`src/rtl/gpp_pkg.sv`:
```
// Package for the 16-bit general-purpose port: register map, fields, reset values
package gpp_pkg;
  localparam int GPP_PINS = 16;
  // Register byte offsets
  localparam logic [7:0] GPP_MODE_OFF = 8'h00;
  localparam logic [7:0] GPP_OTYPE_OFF = 8'h04;
  localparam logic [7:0] GPP_SPEED_OFF = 8'h08;
  localparam logic [7:0] GPP_PULL_OFF = 8'h0C;
  localparam logic [7:0] GPP_ISTAT_OFF = 8'h10;
  localparam logic [7:0] GPP_OCTL_OFF = 8'h14;
  localparam logic [7:0] GPP_BSET_OFF = 8'h18;
  localparam logic [7:0] GPP_AFSEL0_OFF = 8'h20;
  localparam logic [7:0] GPP_AFSEL1_OFF = 8'h24;
  localparam logic [7:0] GPP_BCLR_OFF = 8'h28;
  localparam logic [7:0] GPP_TGL_OFF = 8'h2C;
  localparam logic [7:0] GPP_XFN_OFF = 8'h30;
  // Mode field encodings
  localparam logic [1:0] GPP_MODE_IN = 2'h0;
  localparam logic [1:0] GPP_MODE_OUT = 2'h1;
  localparam logic [1:0] GPP_MODE_AF = 2'h2;
  localparam logic [1:0] GPP_MODE_AN = 2'h3;
  // Pull field encodings
  localparam logic [1:0] GPP_PULL_NONE = 2'h0;
  localparam logic [1:0] GPP_PULL_UP = 2'h1;
  localparam logic [1:0] GPP_PULL_DOWN = 2'h2;
  // Reset values, port A with debug pins
  localparam logic [31:0] GPP_MODE_RST_A = 32'h2800_0000;
  localparam logic [31:0] GPP_PULL_RST_A = 32'h2400_0000;
  localparam logic [31:0] GPP_ZERO = 32'h0000_0000;
  // AHB encodings
  localparam logic [1:0] GPP_HTRANS_NONSEQ = 2'h2;
  localparam logic [1:0] GPP_HTRANS_SEQ = 2'h3;
  localparam logic [2:0] GPP_HSIZE_WORD = 3'h2;
  // Pin input synchroniser depth
  localparam int GPP_SYNC_STAGES = 3;
endpackage

```
`src/rtl/gpp_port.sv`:
```
// 16-bit general-purpose port with AHB-Lite register slave
// What this block does
// - Two-bit mode: input, output, alternate, analog
// - Output type bit: push-pull or open-drain
// - Pull field: none, pull-up, pull-down
// - Speed field sets output driver speed
// - Reset: inputs, no pull, alternates off
// - Debug pins 14/13 reset to alternate, pull-down on 14, pull-up on 13 (port A only)
// - Input pad sampled every clock cycle
// - Output pins follow output control bits
// - Atomic set, clear, toggle by writing ones
// - Input mode: no driver, Schmitt on, pulls
// - Alternate mode picks one of sixteen functions
// - Peripheral decides alternate pin direction
// - Additional functions override port configuration
// - Open-drain drives low only; push-pull both
// - Analog: all off, status reads zero
// - Alternate: peripheral drives, input still sampled
//
// Decided for this implementation: the AHB-Lite slave port and the register addresses.
`timescale 1ns/10ps
module gpp_port
  import gpp_pkg::*;
#(
  parameter bit IS_PORT_A = 1'b1
)
(
  input wire logic hclk,
  input wire logic hresetn,
  input wire logic hsel,
  input wire logic [31:0] haddr,
  input wire logic [1:0] htrans,
  input wire logic hwrite,
  input wire logic [2:0] hsize,
  input wire logic [31:0] hwdata,
  input wire logic hready,
  output logic [31:0] hrdata,
  output logic hreadyout,
  output logic hresp,
  input wire logic [15:0] pad_in,
  output logic [15:0] pad_out,
  output logic [15:0] pad_oe,
  output logic [15:0] pad_pu,
  output logic [15:0] pad_pd,
  output logic [15:0] pad_schmitt_en,
  output logic [31:0] pad_speed,
  input wire logic [255:0] af_out_bus,
  input wire logic [255:0] af_oe_bus,
  output logic [255:0] af_in_bus,
  input wire logic [15:0] xfn_hw_out,
  input wire logic [15:0] xfn_hw_oe
);
  localparam logic [31:0] MODE_RST = IS_PORT_A ? GPP_MODE_RST_A : GPP_ZERO;
  localparam logic [31:0] PULL_RST = IS_PORT_A ? GPP_PULL_RST_A : GPP_ZERO;

  logic [31:0] port_mode_control_r;
  logic [15:0] port_output_type_r;
  logic [31:0] port_output_speed_r;
  logic [31:0] port_pull_select_r;
  logic [15:0] port_output_control_r;
  logic [31:0] alt_function_select_r [2];
  logic [15:0] port_xfn_enable_r;
  logic [15:0] port_input_status;
  logic [15:0] af_out_sel;
  logic [15:0] af_oe_sel;

  // Address phase capture
  logic wr_pend_r;
  logic rd_pend_r;
  logic [7:0] addr_r;
  logic req_valid;
  logic [31:0] rdata_nxt;

  assign req_valid = hsel && hready &&
    (htrans == GPP_HTRANS_NONSEQ || htrans == GPP_HTRANS_SEQ);
  assign hreadyout = 1'b1;
  assign hresp = 1'b0;

  always_ff @(posedge hclk or negedge hresetn)
  begin
    if (!hresetn)
    begin
      wr_pend_r <= 1'b0;
      rd_pend_r <= 1'b0;
      addr_r <= 8'h00;
    end
    else
    begin
      wr_pend_r <= req_valid && hwrite;
      rd_pend_r <= req_valid && !hwrite;
      if (req_valid)
        addr_r <= {haddr[7:2], 2'b00};
    end
  end

  // Configuration registers
  always_ff @(posedge hclk or negedge hresetn)
  begin
    if (!hresetn)
    begin
      port_mode_control_r <= MODE_RST;
      port_output_type_r <= 16'h0000;
      port_output_speed_r <= GPP_ZERO;
      port_pull_select_r <= PULL_RST;
      alt_function_select_r[0] <= GPP_ZERO;
      alt_function_select_r[1] <= GPP_ZERO;
      port_xfn_enable_r <= 16'h0000;
    end
    else if (wr_pend_r)
    begin
      case (addr_r)
        GPP_MODE_OFF: port_mode_control_r <= hwdata;
        GPP_OTYPE_OFF: port_output_type_r <= hwdata[15:0];
        GPP_SPEED_OFF: port_output_speed_r <= hwdata;
        GPP_PULL_OFF: port_pull_select_r <= hwdata;
        GPP_AFSEL0_OFF: alt_function_select_r[0] <= hwdata;
        GPP_AFSEL1_OFF: alt_function_select_r[1] <= hwdata;
        GPP_XFN_OFF: port_xfn_enable_r <= hwdata[15:0];
        default: port_mode_control_r <= port_mode_control_r;
      endcase
    end
  end

  // Output control with atomic operate registers
  always_ff @(posedge hclk or negedge hresetn)
  begin
    if (!hresetn)
      port_output_control_r <= 16'h0000;
    else if (wr_pend_r)
    begin
      case (addr_r)
        GPP_OCTL_OFF: port_output_control_r <= hwdata[15:0];
        // Upper half clears, lower half sets; set applied last so it wins
        GPP_BSET_OFF:
          port_output_control_r <= (port_output_control_r & ~hwdata[31:16])
            | hwdata[15:0];
        GPP_BCLR_OFF:
          port_output_control_r <= port_output_control_r & ~hwdata[15:0];
        GPP_TGL_OFF:
          port_output_control_r <= port_output_control_r ^ hwdata[15:0];
        default: port_output_control_r <= port_output_control_r;
      endcase
    end
  end

  // Read mux; operate registers are write-only and read zero
  always_comb
  begin
    case (addr_r)
      GPP_MODE_OFF: rdata_nxt = port_mode_control_r;
      GPP_OTYPE_OFF: rdata_nxt = {16'h0000, port_output_type_r};
      GPP_SPEED_OFF: rdata_nxt = port_output_speed_r;
      GPP_PULL_OFF: rdata_nxt = port_pull_select_r;
      GPP_ISTAT_OFF: rdata_nxt = {16'h0000, port_input_status};
      GPP_OCTL_OFF: rdata_nxt = {16'h0000, port_output_control_r};
      GPP_AFSEL0_OFF: rdata_nxt = alt_function_select_r[0];
      GPP_AFSEL1_OFF: rdata_nxt = alt_function_select_r[1];
      GPP_XFN_OFF: rdata_nxt = {16'h0000, port_xfn_enable_r};
      default: rdata_nxt = GPP_ZERO;
    endcase
  end

  assign hrdata = rd_pend_r ? rdata_nxt : GPP_ZERO;

  // Driver speed passes straight to the pads
  assign pad_speed = port_output_speed_r;

  genvar gi;
  generate
    for (gi = 0; gi < GPP_PINS; gi++)
    begin : g_pin
      logic [3:0] af_idx;
      logic [1:0] pin_mode_field;
      assign af_idx = alt_function_select_r[gi / 8][(gi % 8) * 4 +: 4];
      assign pin_mode_field = port_mode_control_r[gi * 2 +: 2];
      // One of sixteen peripheral functions per pin
      assign af_out_sel[gi] = af_out_bus[gi * 16 + af_idx];
      assign af_oe_sel[gi] = af_oe_bus[gi * 16 + af_idx];
      // Only the selected function sees the pad, and only in alternate mode
      assign af_in_bus[gi * 16 +: 16] = (pin_mode_field == GPP_MODE_AF) ?
        (16'h0001 << af_idx) & {16{port_input_status[gi]}} : 16'h0000;

      gpp_pin_cell u_cell (
        .hclk(hclk),
        .hresetn(hresetn),
        .mode(pin_mode_field),
        .otype(port_output_type_r[gi]),
        .pull(port_pull_select_r[gi * 2 +: 2]),
        .octl(port_output_control_r[gi]),
        .af_out(af_out_sel[gi]),
        .af_oe(af_oe_sel[gi]),
        .xfn_en(port_xfn_enable_r[gi]),
        .xfn_out(xfn_hw_out[gi]),
        .xfn_oe(xfn_hw_oe[gi]),
        .pad_in(pad_in[gi]),
        .pad_out(pad_out[gi]),
        .pad_oe(pad_oe[gi]),
        .pad_pu(pad_pu[gi]),
        .pad_pd(pad_pd[gi]),
        .pad_schmitt_en(pad_schmitt_en[gi]),
        .istat(port_input_status[gi])
      );
    end
  endgenerate
endmodule

```
`src/rtl/gpp_pin_cell.sv`:
```
// Per-pin pad steering and input synchroniser for one port bit
`timescale 1ns/10ps
module gpp_pin_cell
  import gpp_pkg::*;
(
  input wire logic hclk,
  input wire logic hresetn,
  input wire logic [1:0] mode,
  input wire logic otype,
  input wire logic [1:0] pull,
  input wire logic octl,
  input wire logic af_out,
  input wire logic af_oe,
  input wire logic xfn_en,
  input wire logic xfn_out,
  input wire logic xfn_oe,
  input wire logic pad_in,
  output logic pad_out,
  output logic pad_oe,
  output logic pad_pu,
  output logic pad_pd,
  output logic pad_schmitt_en,
  output logic istat
);
  logic [GPP_SYNC_STAGES-1:0] sync_r;
  logic level_r;
  logic drv_val;
  logic drv_en;

  always_ff @(posedge hclk or negedge hresetn)
  begin
    if (!hresetn)
      sync_r <= '0;
    else
      sync_r <= {sync_r[GPP_SYNC_STAGES-2:0], pad_in};
  end

  // Level changes only when stages two and three agree
  always_ff @(posedge hclk or negedge hresetn)
  begin
    if (!hresetn)
      level_r <= 1'b0;
    else if (sync_r[1] == sync_r[2])
      level_r <= sync_r[2];
  end

  always_comb
  begin
    drv_val = 1'b0;
    drv_en = 1'b0;
    case (mode)
      GPP_MODE_OUT:
      begin
        drv_val = octl;
        drv_en = 1'b1;
      end
      GPP_MODE_AF:
      begin
        drv_val = af_out;
        drv_en = af_oe;
      end
      default:
      begin
        drv_val = 1'b0;
        drv_en = 1'b0;
      end
    endcase
  end

  // Additional function wins over the port settings while enabled
  always_comb
  begin
    if (xfn_en)
    begin
      pad_out = xfn_out;
      pad_oe = xfn_oe;
      pad_pu = 1'b0;
      pad_pd = 1'b0;
      pad_schmitt_en = 1'b0;
    end
    else
    begin
      // Open drain only ever drives low; a one releases the pad
      pad_out = otype ? 1'b0 : drv_val;
      pad_oe = otype ? (drv_en & ~drv_val) : drv_en;
      pad_pu = (mode != GPP_MODE_AN) && (pull == GPP_PULL_UP);
      pad_pd = (mode != GPP_MODE_AN) && (pull == GPP_PULL_DOWN);
      pad_schmitt_en = (mode != GPP_MODE_AN);
    end
  end

  assign istat = (mode == GPP_MODE_AN) ? 1'b0 : level_r;
endmodule

```
`config.mk`:
```
export PLATFORM = sky130hd
export DESIGN_NAME = gpp_port
export DESIGN_NICKNAME = d
export VERILOG_FILES = /design/src/rtl/gpp_pkg.sv /design/src/rtl/gpp_port.sv /design/src/rtl/gpp_pin_cell.sv
export SDC_FILE = /design/constraint.sdc
export NUM_CORES = 1
export LEC_CHECK = 0
export BUFFER_PORTS_ARGS = -buffer_cell sky130_fd_sc_hd__buf_2
export CORE_AREA = 2 2 403 405
export CTS_CLUSTER_DIAMETER = 200
export DETAILED_ROUTE_END_ITERATION = 8
export DIE_AREA = 0 0 405 407
export PLACE_DENSITY_LB_ADDON = 0.08
export SETUP_SLACK_MARGIN = 0.05
export SLEW_MARGIN = 10
export SYNTH_ARGS = -nofsm -noshare
export SYNTH_HDL_FRONTEND = slang
export SYNTH_SLANG_ARGS = --single-unit
```
`constraint.sdc`:
```
create_clock -name hclk -period 2.8 [get_ports hclk]
set_input_delay 0.28 -clock hclk [delete_from_list [all_inputs] [get_ports hclk]]
set_output_delay 0.28 -clock hclk [all_outputs]
set_load 0.02 [all_outputs]
```
==> results.py, run 1 <==
metrics = {
    "timing": {
        "hold_viol": 0,
        "period_minus_slack_ns": 3.16,
        "finalWorstSetupSlack_ns": -0.362,
        "rsz0062_at_grt": "yes",
        "setup_viol": 42,
        "hold-worst-slack_ns": 0.0443,
        "skew_ns": 0.0224,
        "maxSlewViolCount": 0,
        "slew_headroom_pct": 55.8,
        "max_freq_mhz": 316,
        "min_period_over_period_pct": 113,
        "setup-tns-final_ns": -7.32,
        "tightest_slew_ns": 0.663,
    },
    "cells_and_area": {
        "fin_area_um2": 33200,
        "drive_above_1_share_pct": 54.4,
        "area_growth_pct": 62.8,
        "final_cell_count_no_fill": 5517,
        "nets": 4016,
    },
    "status": {
        "violations": "negative setup slack",
        "status": "finished with violations",
    },
    "yosys": {
        "synthTopCellsByArea": "dfrtp_1, mux4_2, nor2_1, mux2_2, mux2i_1",
        "synth_top_flop_cell": "dfrtp_1",
        "async_reset_ff_share_pct": 100,
        "synthTopCellsByCount": "nor2_1, dfrtp_1, nand2_1, o21ai_0, clkbuf_1",
        "netlist_area_um2": 20400,
        "synth-seq-area-share_pct": 34.3,
        "syn_avg_cell_area_um2": 9.30,
        "synth_area_leader_cell": "dfrtp_1",
        "ys_ff_latch": 280,
        "yosys_warnings": 0,
        "synth_top_area_share_pct": 33.8,
        "yosysMostFrequentCell": "nor2_1",
        "synth_nets": 2893,
        "syn_inst": 2195,
        "synth-edff-count": 0,
        "synth_cell_types": 65,
    },
    "power": {
        "swShare_pct": 36.3,
        "pwr-share-seq_pct": 32.1,
        "leakage_nw": 15.4,
        "p_switching_mw": 6.47,
        "power_frac_comb_pct": 32.9,
        "clock_power_share_pct": 35.0,
        "p_int_mw": 11.3,
        "powerDensity_nw_per_um2": 536,
        "ir_drop_mv": 0.390,
    },
    "global_route": {
        "grt_overflow": 0,
        "grt_use_total_pct": 15.9,
        "grt_util_met1_pct": 18.6,
        "grt_pass1_vias": 23000,
        "use_met3_pct": 3.05,
        "grt_use_met2_pct": 29.4,
        "grt.busiest_layer": "met2",
        "grt_antenna_before_repair": 29,
        "grt_pass1_wl_um": 184000,
        "grt_max_degree": 59,
    },
    "floorplanning": {
        "core_um2": 160000,
        "die_w_um": 405,
        "start_util_pct": 12.7,
        "die-area_um2": 165000,
        "ios": 1036,
        "std_cell_rows": 147,
        "dieHeight_um": 407,
    },
    "clock_network": {
        "tritoncts": "yes",
        "cts_buffers": 43,
        "clk_pin_slew_ns": 0.06,
        "clkLatencyLatePin_ns": 0.61,
        "cts.htree.levels": 2,
        "cts_buffer_depth": 3,
        "cts_root_buf": "clkbuf_16",
        "cts_num_sinks": 280,
    },
    "placement": {
        "hpwl_um": 110000,
        "port_buffers": 1003,
        "place_area_um2": 28300,
        "gp_congestion": 0.755,
        "dp.cells": 5254,
    },
    "job": {
        "max_cap_viol_count": 0,
    },
    "routing": {
        "drtIter0Drc": 1053,
        "dr.pass1.iters": 9,
        "totalWireLength_um": 137000,
        "viasPerCell": 3.94,
        "num_vias": 21700,
        "drc": 0,
        "post_drt_wl_per_cell_um": 24.8,
        "postRouteAntennaNets": 0,
    },
    "setup_path": {
        "start_kind": "flop",
        "cp_max_fo": 5,
        "arrival_ns": 2.88,
        "cp.required_ns": 2.52,
        "end_kind": "output port",
        "worstSetupPathType": "reg2out",
    },
    "hold_path": {
        "worstHoldPathType": "in2reg",
    },
}
## stage by stage
stage,setup slack [ns],power (mW),utilization (%)
floorplan,0.378,8.09,-
global placement,0.129,10.8,17.6
detailed placement,0.145,10.8,17.6
CTS,-0.465,18.1,20.3
global route,-0.465,19.0,20.7
finish,-0.362,17.8,20.7
## registers in the layout, indices dropped and copies added (netlist names)
register	flops
alt_function_select_r	64
g_pin.u_cell.sync_r	48
pad_speed	32
port_mode_control_r	32
port_pull_select_r	32
g_pin.u_cell.level_r	16
port_output_control_r	16
port_output_type_r	16
port_xfn_enable_r	16
addr_r	6
rd_pend_r	1
wr_pend_r	1
## power groups by stage
stage	clock, mW	combinational, mW	sequential [mW]
finish	6.23	5.87	5.72
global route	6.65	6.44	5.86
CTS	6.53	5.76	5.78
detailed placement	0	4.92	5.85
global placement	0	4.94	5.85
floorplan	0	3.00	5.09
## final cells by class
type | count | area [um2]
Sequential cell | 280 | 7080
Clock inverter | 20 | 320
Antenna cell | 5 | 12.5
Inverter | 52 | 195
Timing Repair Buffer | 1328 | 8630
Fill cell | 17900 | 127000
Multi-Input combinational cell | 1613 | 13000
Tap cell | 2160 | 2700
Clock buffer | 59 | 1270
## final timing paths
path | start | end | slack, ns | depth (start not counted)
worst max-delay path | alt_function_select_r[20] | pad_oe[13] | -0.36 | 7
worst min-delay path | hwdata[18] | pad_speed[18] | 0.04 | 2
worst max register to register | addr_r[5] | port_pull_select_r[25] | 0.21 | 11
worst min register to register | g_pin[14].u_cell.sync_r[0] | g_pin[14].u_cell.sync_r[1] | 0.34 | 0
max in group asynchronous | hresetn | alt_function_select_r[0] | 1.72 | 3
min in group asynchronous | hresetn | g_pin[10].u_cell.sync_r[0] | 0.22 | 2
## metal layers
layer | vias up | share of wire, %
li1 | 10200 | -
met1 | 10700 | 40
met2 | 643 | 52
met3 | 139 | 5.1
met4 | 24 | 2.4
met5 | - | 0.094
## logic make-up after synthesis
family,count (synthesis),share of synthesized area (%)
simple gates,823,19.0
compound gates,418,13.6
buf+inv,302,7.29
mux,290,21.0
flops,280,34.3
fa+ha+maj,80,4.71
other cells,2,0.0368
## worst max-delay path, stage by stage (launching register included)
cell	delay, ns
dfrtp_1	0.40
buf_12	0.15
mux4_2	0.49
mux4_2	0.53
a22o_1	0.22
and3_4	0.18
a21oi_2	0.12
buf_4	0.16
## repair_timing
action / 4_1_cts / 5_1_grt
pin swaps: 78 / 55
hold buffers: 44 / 0
endpoints found under the hold margin: 95 / 0
setup endpoints to repair: 175 / 133
resized for setup: 340 / 129
buffers inserted: 116 / 26
gates cloned: 2 / 0
## cell usage in the layout, fill, tap and decap left out, types with 16 or more instances in the layout
cell / Yosys / final
maj3_1: 16 / 16
ha_1: 64 / 44
a21oi_1: 42 / 36
buf_4: 83 / 226
nor2_1: 304 / 285
a211oi_1: 18 / 17
buf_12: 0 / 47
nand2b_1: 54 / 42
nand2_1: 207 / 192
a31oi_1: 19 / 17
a222oi_1: 22 / 22
mux2_2: 92 / 88
dfrtp_1: 276 / 225
nand4_1: 17 / 17
dfrtp_2: 0 / 49
a22oi_1: 44 / 37
dlygate4sd3_1: 0 / 44
mux2i_1: 82 / 73
mux2_1: 16 / 16
buf_6: 0 / 64
clkbuf_16: 0 / 44
inv_1: 52 / 51
buf_2: 34 / 939
a22o_1: 19 / 18
mux4_2: 100 / 100
nor2_2: 0 / 16
nor4b_1: 33 / 32
nand3_1: 41 / 28
nor2b_1: 62 / 40
nor3_1: 71 / 65
a221oi_2: 0 / 17
o21ai_0: 151 / 138
o21ai_1: 15 / 25
Power figures use the tool's default switching activity.
==> run 2, diff against run 1 <==
--- a/config.mk
+++ b/config.mk
@@ -5,11 +5,13 @@
 export SDC_FILE = /design/constraint.sdc
 export NUM_CORES = 1
 export LEC_CHECK = 0
+export ABC_AREA = 1
 export BUFFER_PORTS_ARGS = -buffer_cell sky130_fd_sc_hd__buf_2
-export CORE_AREA = 2 2 403 405
+export CORE_AREA = 2 2 400 402
 export CTS_CLUSTER_DIAMETER = 200
 export DETAILED_ROUTE_END_ITERATION = 8
-export DIE_AREA = 0 0 405 407
+export DIE_AREA = 0 0 402 404
+export MAX_ROUTING_LAYER = met4
 export PLACE_DENSITY_LB_ADDON = 0.08
 export SETUP_SLACK_MARGIN = 0.05
 export SLEW_MARGIN = 10
==> results.py, run 2 <==
metrics = {
    "routing": {
        "drtIter0Drc": 1526,
        "dr.pass1.iters": 5,
        "drc": 0,
        "viasPerCell": 4.02,
        "postRouteAntennaNets": 0,
        "post_drt_wl_per_cell_um": 23.3,
        "num_vias": 27200,
        "totalWireLength_um": 157000,
    },
    "power": {
        "ir_drop_mv": 0.376,
        "power_mw": 13.9,
        "leakage_nw": 17.7,
        "powerDensity_nw_per_um2": 422,
    },
    "global_route": {
        "grt_pass1_vias": 27600,
        "grt_antenna_before_repair": 39,
        "grt_max_degree": 65,
        "grt_overflow": 0,
        "grt_use_total_pct": 19.0,
        "grt_pass1_wl_um": 212000,
    },
    "clock_network": {
        "tritoncts": "yes",
        "clkLatencyLatePin_ns": 0.59,
        "cts_root_buf": "clkbuf_16",
        "cts_buffers": 40,
        "cts.htree.levels": 2,
        "clk_pin_slew_ns": 0.06,
        "cts_num_sinks": 280,
        "cts_buffer_depth": 3,
    },
    "yosys": {
        "yosys_warnings": 0,
        "synth_cell_types": 36,
        "synth_nets": 4294,
        "syn_inst": 3596,
        "synth_top_flop_cell": "dfrtp_1",
        "synth-seq-area-share_pct": 32.2,
        "ys_ff_latch": 280,
        "synth_top_area_share_pct": 31.7,
        "synth-edff-count": 0,
        "yosysMostFrequentCell": "nand2_1",
        "netlist_area_um2": 21800,
        "async_reset_ff_share_pct": 100,
        "synth_area_leader_cell": "dfrtp_1",
        "syn_avg_cell_area_um2": 6.06,
        "synthTopCellsByArea": "dfrtp_1, nand2_1, nor2_1, nand3_1, o21ai_0",
        "synthTopCellsByCount": "nand2_1, nor2_1, inv_1, dfrtp_1, nand3_1",
    },
    "setup_path": {
        "cp_max_fo": 9,
        "worst_path_max_delay_cell": "a22oi_1",
        "crit_family": "buffers and inverters",
        "worstSetupPathType": "reg2out",
        "path_cells": "nor2_4 > buf_12 > buf_4 > nand2_4 > buf_12 > clkinv_16 > a22oi_1 > a21oi_1 > buf_4",
        "cp_num_buf_inv": 5,
        "max_stage_delay_ns": 0.43,
        "cp.required_ns": 2.52,
        "arrival_ns": 2.45,
        "start_kind": "flop",
        "end_kind": "output port",
    },
    "placement": {
        "dp.cells": 6556,
        "gp_congestion": 0.827,
        "port_buffers": 1003,
        "hpwl_um": 126000,
    },
    "cells_and_area": {
        "largest_reg_flops": 64,
        "regMostFlops": "alt_function_select_r",
        "final_cell_count_no_fill": 6751,
        "area_growth_pct": 51.2,
        "layout_common_cells": "nand2_1, buf_2, nor2_1",
        "drive_above_1_share_pct": 32.2,
        "reg_top3": "alt_function_select_r: 64 flops, g_pin.u_cell.sync_r: 48 flops",
        "nets": 5341,
        "layout_commonest_cell": "nand2_1",
        "fin_util_pct": 20.9,
    },
    "floorplanning": {
        "dieHeight_um": 404,
        "std_cell_rows": 146,
        "core_um2": 158000,
        "die-area_um2": 162000,
        "ios": 1036,
        "start_util_pct": 13.8,
        "die_w_um": 402,
    },
    "timing": {
        "maxSlewViolCount": 0,
        "max_freq_mhz": 366,
        "min_period_over_period_pct": 97.5,
        "setup_viol": 0,
        "tightest_slew_ns": 0.889,
        "period_minus_slack_ns": 2.73,
        "hold_viol": 0,
        "rsz0062_at_grt": "yes",
        "skew_ns": 0.0264,
        "slew_headroom_pct": 40.7,
    },
    "hold_path": {
        "worstHoldPathType": "in2reg",
    },
    "status": {
        "status": "complete, no violations",
    },
    "job": {
        "max_cap_viol_count": 0,
    },
}
run 2: cell count changes after synthesis, moves of 82 or more:
cell and delta:
mux4_2 -100, mux2_2 -90, nand3_1 +215, nor2_1 +102
mux2i_1 -82, nand2_1 +1332, inv_1 +237
run 2: stage by stage:
| stage | setup slack [ns] | TNS, ns | area [um2] | hold WS, ns |
|---|---|---|---|---|
| 2_1_floorplan | 0.837 | 0 | 21800 | -0.0156 |
| 3_3_place_gp | 0.179 | 0 | 29200 | 0.302 |
| 3_5_place_dp | 0.159 | 0 | 29200 | 0.310 |
| 4_1_cts | -0.0356 | -0.0688 | 32000 | 0.00534 |
| 5_1_grt | -0.0210 | -0.0575 | 32900 | 0.0689 |
| 6_report | 0.0687 | 0 | 32900 | 0.0492 |
run 2: layout make-up:
cell class | count | area, um2
fillers | 18500 | 125000
multi-input cells | 2776 | 13100
clock inverters | 4 | 30.0
repair inverters | 3 | 21.3
well taps | 2072 | 2590
repair buffers | 1234 | 7620
clock buffers | 58 | 1180
diodes | 16 | 40.0
flip-flops and latches | 280 | 7040
inverters | 308 | 1300
run 2: worst reg2reg max path: stages (launching register included):
cell       delay, ns
dfrtp_1         0.40
nor2_4          0.13
buf_12          0.14
nand3_4         0.10
nor2_4          0.11
buf_12          0.17
clkbuf_16       0.20
buf_4           0.15
nand2_4         0.44
o21ai_0         0.44
run 2: cells by family (layout without fill, tap and decap cells):
kind of cell	after synthesis	after routing	share of synthesized area [%]
AOI/OAI and AO/OA	427	427	10.7
muxes	2	2	0.103
buffers and inverters	540	1607	11.4
and+or+nand+nor	2265	2265	41.2
other	2	18	0.0345
adders and majority gates	80	80	4.41
DFF	280	280	32.2
run 2: worst paths after layout:
kind                                                start                   endpoint  slack [ns]  depth (start not counted)
worst min-delay path                            hwdata[6]   port_output_control_r[6]        0.05                          3
min in group asynchronous                         hresetn   alt_function_select_r[7]        0.27                          2
worst max-delay path                            addr_r[7]                 hrdata[20]        0.07                          9
worst max register to register                  addr_r[7]              pad_speed[19]        0.42                          9
max in group asynchronous                         hresetn     port_pull_select_r[26]        1.63                          3
worst min register to register  g_pin[9].u_cell.sync_r[0]  g_pin[9].u_cell.sync_r[1]        0.35                          0
run 2: power by group:
group          leakage [nW]  switching [mW]  internal, mW  total [mW]
clock                 0.593            2.15          2.89        5.04
combinational          14.4            2.42          1.46        3.87
sequential             2.71           0.585          4.42        5.00
total                  17.7            5.15          8.76        13.9
run 2: repair_timing:
action | 4_1_cts | 5_1_grt
setup buffers | 53 | 31
gates cloned | 7 | 3
hold buffers | 26 | 0
gates resized for setup | 204 | 188
endpoints found under the setup margin | 139 | 112
endpoints found under the hold margin | 78 | 0
pin swaps | 26 | 40
run 2: routing by layer:
| metal | part of all wire, % | global-route usage (%) | vias up |
|---|---|---|---|
| li1 | - | - | 13400 |
| met1 | 42 | 22.6 | 12900 |
| met2 | 50 | 33.1 | 800 |
| met3 | 6.1 | 4.28 | 103 |
| met4 | 1.6 | 3.28 | 0 |
| met5 | 0 | - | - |
==> run 3, diff against run 2 <==
--- a/config.mk
+++ b/config.mk
@@ -6,15 +6,16 @@
 export NUM_CORES = 1
 export LEC_CHECK = 0
 export ABC_AREA = 1
-export BUFFER_PORTS_ARGS = -buffer_cell sky130_fd_sc_hd__buf_2
-export CORE_AREA = 2 2 400 402
+export BUFFER_PORTS_ARGS = -buffer_cell sky130_fd_sc_hd__clkbuf_2
+export CORE_AREA = 2 2 406 408
 export CTS_CLUSTER_DIAMETER = 200
 export DETAILED_ROUTE_END_ITERATION = 8
-export DIE_AREA = 0 0 402 404
+export DIE_AREA = 0 0 408 410
 export MAX_ROUTING_LAYER = met4
 export PLACE_DENSITY_LB_ADDON = 0.08
 export SETUP_SLACK_MARGIN = 0.05
 export SLEW_MARGIN = 10
 export SYNTH_ARGS = -nofsm -noshare
 export SYNTH_HDL_FRONTEND = slang
+export SYNTH_HIERARCHICAL = 1
 export SYNTH_SLANG_ARGS = --single-unit
==> results.py, run 3 <==
metrics = {
    "status": {
        "status": "complete, no violations",
    },
    "setup_path": {
        "arrival_ns": 2.51,
        "crit_top_cell": "nand2_1",
        "end_kind": "output port",
        "cp_max_fo": 5,
        "max_stage_delay_ns": 0.54,
        "cp.required_ns": 2.52,
        "path_cells": "inv_2 > nor2_4 > buf_6 > nand2_2 > nand4_1 > o211ai_1 > nand2_1 > nand2_1 > nand2_1 > nand2_1 > inv_1 > nand2_2 > nand2_2 > buf_8",
        "start_kind": "flop",
        "worst_path_max_delay_cell": "dfrtp_2",
        "worstSetupPathType": "reg2out",
    },
    "routing": {
        "totalWireLength_um": 158000,
        "postRouteAntennaNets": 0,
        "viasPerCell": 3.96,
        "drtIter0Drc": 1460,
        "dr.pass1.iters": 5,
        "post_drt_wl_per_cell_um": 23.0,
        "num_vias": 27100,
        "drc": 0,
    },
    "cells_and_area": {
        "layout_common_cells": "nand2_1, clkbuf_2, nor2_1",
        "nets": 5322,
        "drive_above_1_share_pct": 39.9,
        "largest_reg_flops": 64,
        "reg_top3": "alt_function_select_r: 64 flops, g_pin.u_cell/sync_r: 48 flops",
        "n_fill_cell": 18800,
        "multiInputGateArea_um2": 13400,
        "area_growth_pct": 69.1,
        "regMostFlops": "alt_function_select_r",
        "layout_commonest_cell": "nand2_1",
        "seq_area_um2": 7060,
    },
    "yosys": {
        "synth_nets": 4061,
        "synth_top_flop_cell": "dfrtp_1",
        "netlist_area_um2": 20700,
        "async_reset_ff_share_pct": 100,
        "synth_area_leader_cell": "dfrtp_1",
        "yosys_warnings": 6,
        "yosysMostFrequentCell": "nand2_1",
        "synth_top_area_share_pct": 33.3,
        "ys_ff_latch": 280,
        "synth-seq-area-share_pct": 33.8,
        "synth_cell_types": 32,
        "syn_inst": 3363,
        "syn_avg_cell_area_um2": 6.16,
        "synthTopCellsByCount": "nand2_1, nor2_1, inv_1, dfrtp_1, o21ai_0",
        "synth-edff-count": 0,
        "synthTopCellsByArea": "dfrtp_1, nand2_1, nor2_1, inv_1, o21ai_0",
    },
    "power": {
        "leakage_nw": 18.7,
        "powerDensity_nw_per_um2": 359,
        "ir_drop_mv": 0.341,
    },
    "floorplanning": {
        "ios": 1036,
        "die_w_um": 408,
        "die-area_um2": 167000,
        "start_util_pct": 12.7,
        "std_cell_rows": 149,
        "core_um2": 163000,
        "dieHeight_um": 410,
    },
    "job": {
        "max_cap_viol_count": 0,
    },
    "timing": {
        "maxSlewViolCount": 0,
        "skew_ns": 0.0324,
        "hold_viol": 0,
        "rsz0062_at_grt": "yes",
        "slew_headroom_pct": 46.3,
        "min_period_over_period_pct": 99.6,
        "max_freq_mhz": 359,
        "setup_viol": 0,
        "period_minus_slack_ns": 2.79,
        "finalWorstSetupSlack_ns": 0.0124,
        "setup-tns-final_ns": 0,
        "tightest_slew_ns": 0.805,
    },
    "global_route": {
        "grt_pass1_vias": 26900,
        "grt_pass1_wl_um": 214000,
        "grt.busiest_layer": "met2",
        "grt_overflow": 0,
        "grt_use_met2_pct": 31.3,
        "grt_max_degree": 71,
        "grt_use_total_pct": 18.5,
        "grt_util_met1_pct": 23.2,
        "use_met3_pct": 3.35,
        "grt_antenna_before_repair": 24,
    },
    "clock_network": {
        "cts_root_buf": "clkbuf_16",
        "clk_pin_slew_ns": 0.06,
        "clkLatencyLatePin_ns": 0.61,
        "cts_num_sinks": 280,
        "cts_buffers": 44,
        "cts.htree.levels": 2,
        "tritoncts": "yes",
        "cts_buffer_depth": 3,
    },
    "placement": {
        "gp_congestion": 0.902,
        "pre_cts_slack_ns": 0.0578,
        "hpwl_um": 125000,
        "port_buffers": 1003,
    },
    "hold_path": {
        "worstHoldPathType": "in2reg",
    },
}
## run 3: cell count changes after synthesis, sizes merged, moves of 34 or more
cell / change
buf: -145
inv: +110
nand2: -381
nand3: -85
nand4: +90
nor2: +197
o211ai: +38
o21ai: -34
## run 3: power breakdown
| group | switching, mW | total (mW) | leakage [nW] | internal (mW) |
|---|---|---|---|---|
| Combinational | 1.33 | 2.26 | 15.2 | 0.932 |
| Clock | 2.34 | 5.84 | 0.736 | 3.49 |
| Sequential | 0.267 | 4.49 | 2.74 | 4.22 |
| Total | 3.94 | 12.6 | 18.7 | 8.65 |
## run 3: cell families after synthesis
kind of cell,count (synthesis),synth area share (%)
AOI/OAI and AO/OA,383,10.3
other,2,0.0362
and+or+nand+nor,2100,41.6
buffers and inverters,518,9.55
adders and majority gates,80,4.64
DFF,280,33.8
## run 3: area by class of cell
class                      instances  share of cell area (%)
multi-input combinational       2565                    38.3
clock buffer                      65                    3.82
inverter                         414                    4.53
timing repair buffer            1319                    24.9
clock inverter                    13                   0.429
antenna                           13                  0.0929
sequential                       280                    20.2
tap                             2189                    7.82
## run 3: worst paths after layout
| kind | slack, ns | start | cells past startpoint | endpoint |
|---|---|---|---|---|
| worst max-delay path | 0.01 | alt_function_select_r[16] | 14 | pad_oe[12] |
| worst min-delay path | 0.02 | haddr[5] | 3 | addr_r[5] |
| worst max register to register | 0.44 | addr_r[7] | 12 | alt_function_select_r[5] |
| worst min register to register | 0.34 | g_pin[3].u_cell/sync_r[0] | 0 | g_pin[3].u_cell/sync_r[1] |
| max in group asynchronous | 1.68 | hresetn | 3 | alt_function_select_r[0] |
| min in group asynchronous | 0.27 | hresetn | 2 | g_pin[12].u_cell/level_r |
## run 3: routing by layer
layer | part of all wire [%] | vias to the layer above
met1 | 45 | 13000
met2 | 49 | 784
met5 | 0 | -
li1 | - | 13200
met3 | 5.1 | 120
met4 | 1.5 | 0
## run 3: timing repair
item,in CTS,in global routing
resized for setup,378,421
pin swaps,87,185
hold buffers,24,0
gates cloned,12,8
setup buffers,78,52
setup endpoints to repair,242,173
endpoints found under the hold margin,80,0
## run 3: worst max-delay path, delay by kind of cell (launching register included)
kind	cells	cell delay, ns
and+or+nand+nor	9	0.73
AOI/OAI and AO/OA	1	0.17
buffers and inverters	4	0.44
DFF	1	0.54
## run 3: metrics by stage
stage                     cells  total power, mW  hold slack (ns)  util [%]  instance area [um2]
after global placement     6599             6.47            0.332      18.1                29500
after CTS                  6791             12.7          0.00142      20.4                33300
after floorplan            3363             5.20          -0.0156         -                20700
after global routing       6855             13.2           0.0174      21.4                35000
final                      6858             12.6           0.0197      21.4                35000
after detailed placement   6599             6.47            0.335      18.1                29500
